--- src/pkg/lcc_pkg.sv ---
// Shared constants and types for the logic cluster control block.
package lcc_pkg;

    // ------------------------------------------------------------
    // Structure sizes
    // ------------------------------------------------------------
    localparam int NCELL = 10;
    localparam int NGLB  = 4;
    localparam int NEXT  = 26;
    localparam int NDATA3 = NEXT - 2 * NCELL;

    // ------------------------------------------------------------
    // Register offsets (byte addresses)
    // ------------------------------------------------------------
    localparam logic [4:0] OFS_CTRL   = 5'h00;
    localparam logic [4:0] OFS_CLKSEL = 5'h04;
    localparam logic [4:0] OFS_CLRSEL = 5'h08;
    localparam logic [4:0] OFS_MODE   = 5'h0C;
    localparam logic [4:0] OFS_CHAIN  = 5'h10;
    localparam logic [4:0] OFS_LUT    = 5'h14;
    localparam logic [4:0] OFS_STATUS = 5'h18;

    // ------------------------------------------------------------
    // Control register fields and reset values
    // ------------------------------------------------------------
    localparam int CTL_SEL1_LSB = 0;
    localparam int CTL_SEL2_LSB = 2;
    localparam int CTL_DUAL_BIT = 4;
    localparam int CTL_GCLR_BIT = 5;
    localparam int CTL_GSEL_LSB = 6;
    localparam int CTL_W        = 8;
    localparam logic [7:0]  RST_CTRL = 8'h00;
    localparam logic [9:0]  RST_SEL  = 10'h000;
    localparam logic [15:0] RST_LUT  = 16'h0000;

    // Cluster-wide control lines from local routing.
    typedef struct packed {
        logic gate_one;
        logic gate_two;
        logic clear_one;
        logic clear_two;
        logic aload;
        logic sclr;
        logic sload;
        logic addnsub;
    } lcc_ctl_t;

    // Register port request.
    typedef struct packed {
        logic [4:0]  addr;
        logic [31:0] wdata;
        logic        wr;
        logic        rd;
    } lcc_bus_t;

endpackage

--- src/core/lcc_cluster.sv ---
// Logic cluster: control signal generation and ten logic cells.
`timescale 1ns/100ps
`default_nettype none

module lcc_cluster
    import lcc_pkg::*;
(
    // Clock and reset.
    input  wire logic             mclk,
    input  wire logic             rst_n,
    // Global clock lines from device pins.
    input  wire logic [NGLB-1:0]  glb_line,
    // Local routing data and control lines.
    input  wire logic [NEXT-1:0]  ext_in,
    input  wire lcc_ctl_t         ctl,
    // Register port.
    input  wire lcc_bus_t         bus,
    output logic [31:0]           rdata_r,
    // Cell outputs.
    output logic [NCELL-1:0]      cell_reg_r,
    output logic [NCELL-1:0]      cell_comb_r,
    output logic                  carry_out_r
);

    // ------------------------------------------------------------
    // Global line synchronisers
    // ------------------------------------------------------------
    logic [NGLB-1:0] gs1_r;
    logic [NGLB-1:0] gs2_r;
    logic [NGLB-1:0] gs3_r;
    logic [NGLB-1:0] glvl_r;
    logic [NGLB-1:0] glvl_nxt;
    logic [NGLB-1:0] g_agree;
    logic [NGLB-1:0] g_rise;
    logic [NGLB-1:0] g_fall;

    // A level change counts only once stages two and three agree.
    assign g_agree  = ~(gs2_r ^ gs3_r);
    assign glvl_nxt = (g_agree & gs3_r) | (~g_agree & glvl_r);
    assign g_rise   = glvl_nxt & ~glvl_r;
    assign g_fall   = ~glvl_nxt & glvl_r;

    // Three-stage capture of the global lines.
    always_ff @(posedge mclk or negedge rst_n) begin
        if (!rst_n) begin
            gs1_r  <= '0;
            gs2_r  <= '0;
            gs3_r  <= '0;
            glvl_r <= '0;
        end else begin
            gs1_r  <= glb_line;
            gs2_r  <= gs1_r;
            gs3_r  <= gs2_r;
            glvl_r <= glvl_nxt;
        end
    end

    // ------------------------------------------------------------
    // Configuration registers
    // ------------------------------------------------------------
    logic [CTL_W-1:0] ctrl_r;
    logic [NCELL-1:0] clksel_r;
    logic [NCELL-1:0] clrsel_r;
    logic [NCELL-1:0] mode_r;
    logic [NCELL-1:0] chain_r;
    logic [15:0]      lut_r;
    logic [31:0]      rd_mux;
    // Write decode: one strobe per writable register (none for status), all from the same port.
    wire              wr_ctrl   = bus.wr && bus.addr == OFS_CTRL;
    wire              wr_clksel = bus.wr && bus.addr == OFS_CLKSEL;
    wire              wr_clrsel = bus.wr && bus.addr == OFS_CLRSEL;
    wire              wr_mode   = bus.wr && bus.addr == OFS_MODE;
    wire              wr_chain  = bus.wr && bus.addr == OFS_CHAIN;
    wire              wr_lut    = bus.wr && bus.addr == OFS_LUT;

    // Read selection; unmapped offsets read as zero.
    assign rd_mux =
        (bus.addr == OFS_CTRL)   ? {24'h0000_00, ctrl_r} :
        (bus.addr == OFS_CLKSEL) ? {22'h00_0000, clksel_r} :
        (bus.addr == OFS_CLRSEL) ? {22'h00_0000, clrsel_r} :
        (bus.addr == OFS_MODE)   ? {22'h00_0000, mode_r} :
        (bus.addr == OFS_CHAIN)  ? {22'h00_0000, chain_r} :
        (bus.addr == OFS_LUT)    ? {16'h0000, lut_r} :
        (bus.addr == OFS_STATUS) ? {21'h00_0000, carry_out_r, cell_reg_r} :
                                   32'h0000_0000;

    // Register writes and one-cycle read data.
    always_ff @(posedge mclk or negedge rst_n) begin
        if (!rst_n) begin
            ctrl_r   <= RST_CTRL;
            clksel_r <= RST_SEL;
            clrsel_r <= RST_SEL;
            mode_r   <= RST_SEL;
            chain_r  <= RST_SEL;
            lut_r    <= RST_LUT;
            rdata_r  <= '0;
        end else begin
            if (wr_ctrl) ctrl_r <= bus.wdata[CTL_W-1:0];
            if (wr_clksel) clksel_r <= bus.wdata[NCELL-1:0];
            if (wr_clrsel) clrsel_r <= bus.wdata[NCELL-1:0];
            if (wr_mode) mode_r <= bus.wdata[NCELL-1:0];
            if (wr_chain) chain_r <= bus.wdata[NCELL-1:0];
            if (wr_lut) lut_r <= bus.wdata[15:0];
            rdata_r <= bus.rd ? rd_mux : 32'h0000_0000;
        end
    end

    // ------------------------------------------------------------
    // Cluster-wide clocks and clears
    // ------------------------------------------------------------
    wire [1:0] sel_one  = ctrl_r[CTL_SEL1_LSB +: 2];
    wire [1:0] sel_two  = ctrl_r[CTL_SEL2_LSB +: 2];
    wire [1:0] sel_gclr = ctrl_r[CTL_GSEL_LSB +: 2];
    wire       dual     = ctrl_r[CTL_DUAL_BIT];
    logic      tick_one;
    logic      tick_two;
    logic      clear_one;

    // Each cluster clock fires only with its own gate high.
    assign tick_one = g_rise[sel_one] & ctl.gate_one;
    // Dual-edge use gives the falling edge to the second clock.
    assign tick_two = (dual ? g_fall[sel_one] : g_rise[sel_two])
                      & ctl.gate_two;
    // A global line may stand in as the first clear.
    assign clear_one = ctl.clear_one
                       | (ctrl_r[CTL_GCLR_BIT] & glvl_r[sel_gclr]);

    // ------------------------------------------------------------
    // Logic cells
    // ------------------------------------------------------------
    logic [NCELL:0]   carry;
    logic [NCELL:0]   lut_chain;
    logic [NCELL:0]   reg_chain;
    logic [NCELL-1:0] comb;
    logic [NCELL-1:0] cell_nxt;
    logic [NCELL-1:0] data3;

    // The lowest cell takes add/subtract as its carry-in.
    assign carry[0]     = ctl.addnsub;
    assign lut_chain[0] = 1'b0;
    assign reg_chain[0] = 1'b0;

    genvar i;
    generate
        for (i = 0; i < NCELL; i = i + 1) begin : g_cell
            wire a = ext_in[i];
            wire b = ext_in[NCELL + i];
            wire bx;
            wire sum;
            wire lut_o;
            wire tick;
            wire aclr;
            wire dsrc;
            // Extra inputs cover six cells; the rest use local feedback.
            if (i < NDATA3) begin : g_ext
                assign data3[i] = ext_in[2 * NCELL + i];
            end else begin : g_fb
                assign data3[i] = cell_reg_r[i];
            end
            // Subtract inverts the second operand.
            assign bx    = b ^ ctl.addnsub;
            assign sum   = a ^ bx ^ carry[i];
            assign carry[i + 1] = (a & bx) | (carry[i] & (a ^ bx));
            assign lut_o = lut_r[{lut_chain[i], data3[i], b, a}];
            assign comb[i] = mode_r[i] ? sum : lut_o;
            assign lut_chain[i + 1] = comb[i];
            assign reg_chain[i + 1] = cell_reg_r[i];
            assign tick  = clksel_r[i] ? tick_two : tick_one;
            assign aclr  = clrsel_r[i] ? ctl.clear_two : clear_one;
            assign dsrc  = chain_r[i] ? reg_chain[i] : comb[i];
            // Clear, then load/preset, then clocked actions.
            assign cell_nxt[i] =
                aclr      ? 1'b0 :
                ctl.aload ? data3[i] :
                !tick     ? cell_reg_r[i] :
                ctl.sclr  ? 1'b0 :
                ctl.sload ? a : dsrc;
        end
    endgenerate

    // Cell registers and registered combinational outputs.
    always_ff @(posedge mclk or negedge rst_n) begin
        if (!rst_n) begin
            cell_reg_r  <= '0;
            cell_comb_r <= '0;
            carry_out_r <= 1'b0;
        end else begin
            cell_reg_r  <= cell_nxt;
            cell_comb_r <= comb;
            carry_out_r <= carry[NCELL];
        end
    end

    // Cell 0 stands for the cells on the first cluster clock.
    wire c0_free = !clear_one && !clrsel_r[0] && !ctl.aload;
    wire c0_tick = !clksel_r[0] && tick_one;
    // Cell 5 stands for the cells on the second cluster clock.
    wire c5_free = !clrsel_r[5] && !clear_one && !ctl.aload;
endmodule

`default_nettype wire

--- config.mk ---
export PLATFORM = sky130hd
export DESIGN_NAME = lcc_cluster
export DESIGN_NICKNAME = d
export VERILOG_FILES = /design/src/pkg/lcc_pkg.sv /design/src/core/lcc_cluster.sv
export SDC_FILE = /design/constraint.sdc
export NUM_CORES = 1
export LEC_CHECK = 0
export BUFFER_PORTS_ARGS = -buffer_cell sky130_fd_sc_hd__buf_2
export CORE_MARGIN = 2
export CORE_UTILIZATION = 40
export CTS_BUF_LIST = sky130_fd_sc_hd__clkbuf_2 sky130_fd_sc_hd__clkbuf_4 sky130_fd_sc_hd__clkbuf_8
export CTS_CLUSTER_SIZE = 25
export DETAILED_ROUTE_END_ITERATION = 10
export GPL_TIMING_DRIVEN = 0
export RECOVER_POWER = 50
export SLEW_MARGIN = 25
export SYNTH_ARGS = -nofsm -noshare
export SYNTH_HDL_FRONTEND = slang
export SYNTH_SLANG_ARGS = --single-unit
--- constraint.sdc ---
create_clock -name mclk -period 4 [get_ports mclk]
set_input_delay 0.4 -clock mclk [delete_from_list [all_inputs] [get_ports mclk]]
set_output_delay 0.4 -clock mclk [all_outputs]
set_load 0.05 [all_outputs]
=== Word-level counts from Yosys, hierarchy flattened ===
Cells that the tools add are included.

* Input bits: 79
* Register bits after elaboration: 117
* Logic and storage cells: 268
* Output and inout bits: 53

* Reductions and logical operators: 21
* Bitwise logic cells: 74
* Equality and inequality tests: 10
* Order comparisons: 13
* Muxes and demuxes: 127

{| class="wikitable"
|+ Operator list
! kind !! count
|-
| $mux 16 || 7
|-
| $mux 1 || 105
|-
| $lt 4x5->1 const B || 9
|-
| $bmux 1 s4 || 9
|-
| $xor 1x1->1 || 30
|-
| $and 1x1->1 || 23
|-
| $reduce_bool 3->1 || 6
|-
| $and 4x4->4 || 4
|-
| $not 4->4 || 4
|-
| $eq 5x5->1 const B || 3
|-
| $mux 11 || 1
|-
| $or 1x1->1 || 11
|-
| $eq 5x4->1 const B || 2
|-
| $lt 2x3->1 const B || 3
|-
| $bmux 1 s2 || 4
|-
| $ne 2x1->1 const B || 4
|-
| $reduce_and 2->1 || 4
|-
| $reduce_bool 2->1 || 4
|-
| $logic_and 1x1->1 || 6
|-
| $eq 5x3->1 const B || 1
|-
| $logic_not 5->1 || 1
|-
| $lt 3x5->1 const B || 1
|-
| $or 4x4->4 || 1
|-
| $xor 4x4->4 || 1
|-
| $bmux 1 s3 || 1
|}

=== Longest topological paths before layout ===
* Word-level depth: 37
* Mapped depth: 17
* Gate-level depth less buffers: 16

=== Worst setup path after synthesis ===
Ideal clock, no wire load.

* Path type: in2reg
* Start point: input port ctl[0] (netlist bit)
* End point: register cell_reg_r[8]
* Slack: -1476 ps
* Required time: 3908 ps
* Setup time: 92 ps
* Stages: 17
* Arrival time: 5384 ps
* Cells stage by stage: clkbuf_1 -> mux2_2 -> fa_1 -> fa_1 -> fa_1 -> fa_1 -> fa_1 -> fa_1 -> fa_1 -> nand2b_1 -> o21ai_0 -> mux2i_1 -> or3_4 -> and2_4 -> buf_6 -> o311a_1 -> o31ai_2

* Cells in the longest elaborated chain, start to end: 34
* Elaborated cells between the ends (all ways): 82

{| class="wikitable"
|+ RTL lines
! element !! RTL line !! source
|-
| start, declared || lcc_cluster.sv:15 || <nowiki>input wire lcc_ctl_t ctl,</nowiki>
|-
| $xor 1x1->1 || lcc_cluster.sv:161 || <nowiki>assign bx = b ^ ctl.addnsub;</nowiki>
|-
| $xor 1x1->1 || lcc_cluster.sv:162, lcc_cluster.sv:163 ||
|-
| $xor 1x1->1 || lcc_cluster.sv:162 || <nowiki>assign sum = a ^ bx ^ carry[i];</nowiki>
|-
| $mux 1 || lcc_cluster.sv:165 || <nowiki>assign comb[i] = mode_r[i] ? sum : lut_o;</nowiki>
|-
| $bmux 1 s4 || lcc_cluster.sv:164 || <nowiki>assign lut_o = lut_r[{lut_chain[i], data3[i], b, a}];</nowiki>
|-
| $mux 1 (implied by the code) || lcc_cluster.sv:164 ||
|-
| $mux 1 || lcc_cluster.sv:165 ||
|-
| $bmux 1 s4 || lcc_cluster.sv:164 ||
|-
| (+17 left out) || n/a ||
|-
| net comb[7] || lcc_cluster.sv:134 || <nowiki>logic [NCELL-1:0] comb;</nowiki>
|-
| (+1 left out) || n/a ||
|-
| $mux 1 (implied by the code) (*) || lcc_cluster.sv:164 ||
|-
| $mux 1 (*) || lcc_cluster.sv:165 ||
|-
| $mux 1 (*) || lcc_cluster.sv:170 || <nowiki>assign dsrc = chain_r[i] ? reg_chain[i] : comb[i];</nowiki>
|-
| $mux 1 (*) || lcc_cluster.sv:177 || <nowiki>ctl.sload ? a : dsrc;</nowiki>
|-
| $mux 1 (*) || lcc_cluster.sv:176 || <nowiki>ctl.sclr ? 1'b0 :</nowiki>
|-
| $mux 1 (*) || lcc_cluster.sv:175 || <nowiki>!tick ? cell_reg_r[i] :</nowiki>
|-
| $mux 1 (*) || lcc_cluster.sv:174 || <nowiki>ctl.aload ? data3[i] :</nowiki>
|-
| $mux 1 (*) || lcc_cluster.sv:173 || <nowiki>aclr ? 1'b0 :</nowiki>
|-
| end signal, assigned || lcc_cluster.sv:188 || <nowiki>cell_reg_r <= cell_nxt;</nowiki>
|-
| end, declared || lcc_cluster.sv:20 || <nowiki>output logic [NCELL-1:0] cell_reg_r,</nowiki>
|}

Mark *: on every way through the listed nets, which the timed path passes. The rest lies on a longest branch. The select of a mux whose other input is x is not followed.
A chain may end at the register's enable or synchronous reset.

=== Final worst setup path ===
* Start point: input port ext_in[10]
* End point: register cell_reg_r[8]

* Cells in the longest elaborated chain, start to end: 34
* Elaborated cells between the ends (all ways): 61

{| class="wikitable"
|+ RTL lines
! element !! RTL line !! source
|-
| start, declared || lcc_cluster.sv:14 || <nowiki>input wire logic [NEXT-1:0] ext_in,</nowiki>
|-
| parallel branches: the longest is 27 deep, another holds $bmux 1 s4 || n/a ||
|-
| $mux 1 (*) || lcc_cluster.sv:165 ||
|-
| $mux 1 (*) || lcc_cluster.sv:170 ||
|-
| $mux 1 (*) || lcc_cluster.sv:177 ||
|-
| $mux 1 (*) || lcc_cluster.sv:176 ||
|-
| $mux 1 (*) || lcc_cluster.sv:175 ||
|-
| $mux 1 (*) || lcc_cluster.sv:174 ||
|-
| $mux 1 (*) || lcc_cluster.sv:173 ||
|}

Every way passes the cells marked *. The select of a mux whose other input is x is not followed.

==> results.json <==
{
  "status": "complete, but fails checks",
  "violations": "max-capacitance violations, max-slew violations, negative setup slack",
  "antenna_left": 0,
  "cts_buffers": 17,
  "clockBufferDepth": 2,
  "grt_max_degree": 70,
  "die_w_um": 137.2,
  "nFillCells": 1599,
  "grt_usage": 0.2294,
  "clk_pin_slew_ns": 0.08,
  "slew_violations": 50,
  "clock_skew_ns": 0.01245,
  "fp.dieH_um": 137.2,
  "path_class": "in -> reg",
  "start_util": 0.4102,
  "portBuffers": 90,
  "synth_edf_count": 0,
  "postLayoutCoreUtil": 0.4904,
  "clock_latency_ns": 0.45,
  "synth_common_cells": "dfrtp_1, mux2_2, clkbuf_1",
  "gp_congestion": 0.9150,
  "viasPerCell": 5.914,
  "ff2ff_setup_slack_ns": 0.12,
  "rsz0062_at_grt": "yes",
  "hold_viol": 0,
  "avgSynthCellArea_um2": 11.95,
  "dp.cells": 925,
  "netlist.area_leader.share": 0.4126,
  "crit_path_end_kind": "register",
  "leakagePower_nw": 3.697,
  "worst_pin_slew_ns": 2.599,
  "antenna_found_initial": 0,
  "holdWs_ns": 0.05008,
  "rr_endpoint": "cell_reg_r[8]$_DFFE_PN0P_",
  "vias": 5701,
  "grt_pass1_vias": 5767,
  "synth_top_area_cell": "dfrtp_1",
  "ys_seq_elements": 117,
  "arrival_ns": 4.95,
  "cp_max_fo": 5,
  "hp-class": "in -> reg",
  "hold_depth": 1,
  "remaining_drc_errors": 0,
  "dieArea_um2": 18820,
  "finalNetCount": 815,
  "r2r.worst_path.cells": 11,
  "dr.pass1.iters": 5,
  "cts.sinks": 117,
  "place_area_um2": 8005,
  "netlist_instances": 594,
  "yosysSeqAreaShare": 0.4126,
  "synth_area_um2": 7096,
  "cts_root_buf": "clkbuf_8",
  "cts_tree": "built",
  "power_density_nw_per_um2": 501.2,
  "io_pins": 132,
  "hold_start": "glb_line[1]",
  "start_kind": "primary input",
  "grt.overflow.total": 0,
  "fmax_mhz": 217.7,
  "core_area_um2": 17300,
  "yosysMostFrequentCell": "dfrtp_1",
  "maxCapViolations": 1,
  "drive_gt1_frac": 0.4005,
  "finalWorstSetupSlack_ns": -0.5930,
  "synth-main-ff-cell": "dfrtp_1",
  "fin_crit_ns": 4.593,
  "grt_pass1_wl_um": 31870,
  "drtIter0Drc": 448,
  "fin_area_um2": 8482,
  "wire_per_inst_um": 21.89,
  "min_period_over_period": 1.148,
  "routed_wl_um": 21110,
  "final-instance-count-excl-fill": 964,
  "yosys.cell_types.count": 63,
  "rows": 48,
  "timing.rr.start": "lut_r[7]$_DFFE_PN0P_",
  "dp_hpwl_um": 15770,
  "ys_top_cells_by_area": "dfrtp_1, mux4_2, mux2_2, mux2i_1, a22oi_1",
  "async_flop_share": 1.000,
  "cp.required_ns": 4.36,
  "setup_viol": 6,
  "area_growth_pct": 19.54,
  "hold_end": "gs1_r[1]$_DFF_PN0_",
  "antenna_cells": 0,
  "ir_worst_vdd_mv": 0.3383,
  "relSlewSlack": -0.7326,
  "yosysWarnings": 0,
  "h-tree-depth": 4,
  "place_ws_ns": -1.243
}
-- cells in the final DEF, fill, tap and decap left out, drive strengths merged, types with 3 or more instances in the layout --
cell	count
dfrtp	117
buf	115
mux2	77
clkbuf	58
mux4	38
nand2	28
mux2i	28
nor2	25
a22oi	25
inv	19
a21oi	18
o21ai	18
conb	16
nand2b	14
a31oi	12
fa	9
nor2b	9
a222oi	8
xor2	8
nor3	8
nand3b	7
nand3	6
o211ai	6
and2	6
a211oi	5
o221ai	5
clkinv	5
maj3	4
a211o	4
or2	4
a21o	3
clkinvlp	3
o31ai	3
-- state kept, by name, summed over array words and instances (netlist names) --
signal	cells
gs1_r	4
chain_r	10
carry_out_r	1
glvl_r	4
ctrl_r	8
mode_r	10
gs2_r	4
cell_comb_r	10
cell_reg_r	10
lut_r	16
clksel_r	10
rdata_r	16
gs3_r	4
clrsel_r	10
-- area by class of cell --
type | count | area (µm²) | area share
Buffer | 56 | 300.3 | 0.03540
Clock buffer | 18 | 247.7 | 0.02921
Clock inverter | 13 | 126.4 | 0.01490
Inverter | 15 | 56.30 | 0.006638
Multi-Input combinational cell | 420 | 3999 | 0.4715
Sequential cell | 117 | 2928 | 0.3452
Tap cell | 225 | 281.5 | 0.03319
Timing Repair Buffer | 100 | 543.0 | 0.06402
-- what timing repair did --
item / 4_1_cts / 5_1_grt
buffers inserted: 5 / 3
pin swaps: 11 / 17
resized for setup: 6 / 12
hold buffers: 1 / 0
endpoints found under the setup margin: 9 / 9
hold endpoints to repair: 48 / 0
-- kinds of logic after synthesis --
| group | synth area share |
|---|---|
| flops | 0.4126 |
| other cells | 0.0005285 |
| fa+ha+maj | 0.03103 |
| xor+xnor | 0.01234 |
| compound gates | 0.1285 |
| mux | 0.2828 |
| buf+inv | 0.04884 |
| simple gates | 0.08323 |
-- per-layer routing --
| layer | vias up | wire, µm | track usage |
|---|---|---|---|
| li1 | 2485 | - | - |
| met1 | 2905 | 8925 | 0.3092 |
| met2 | 274 | 10260 | 0.3729 |
| met3 | 37 | 1488 | 0.04231 |
| met4 | 0 | 431 | 0.07961 |
| met5 | - | 0 | 0 |
-- power by group --
part	total (W)	switching [W]	internal, W	leakage [nW]
combinational	0.00163	0.000931	0.000695	2.02
sequential	0.00158	0.000191	0.00139	1.49
clock	0.00105	0.000536	0.000512	0.184
-- worst max-delay path by stage --
| stage | slack [ns] | to | startpoint | cells after the start |
|---|---|---|---|---|
| after floorplan | -0.97 | cell_reg_r[8]$_DFFE_PN0P_ | ctl[0] | 17 |
| final | -0.59 | cell_reg_r[8]$_DFFE_PN0P_ | ext_in[10] | 16 |
| after detailed placement | -1.24 | cell_reg_r[8]$_DFFE_PN0P_ | ext_in[10] | 17 |
| after CTS | -0.66 | cell_reg_r[8]$_DFFE_PN0P_ | ctl[0] | 16 |
| after global placement | -1.25 | cell_reg_r[8]$_DFFE_PN0P_ | ext_in[10] | 17 |
| after global routing | -0.66 | cell_reg_r[8]$_DFFE_PN0P_ | ctl[0] | 16 |
-- metrics by stage --
stage               setup TNS [ns]  total power, W
finish                      -2.738        0.004251
global route                -22.64        0.004458
CTS                         -3.110        0.004209
detailed placement          -8.339        0.003136
global placement            -7.985        0.003089
floorplan                   -4.622        0.002696
-- worst max-delay path: stages --
cell	delay (ns)
buf_8	0.10
mux2_4	0.30
fa_2	0.40
fa_2	0.38
fa_2	0.42
fa_2	0.38
fa_2	0.39
fa_2	0.41
fa_2	0.45
nand2b_4	0.16
o21ai_2	0.07
mux2i_1	0.08
or3_4	0.34
and2_4	0.19
o311a_1	0.31
o31ai_2	0.17
Note: power is estimated with default switching activity, not from simulation.
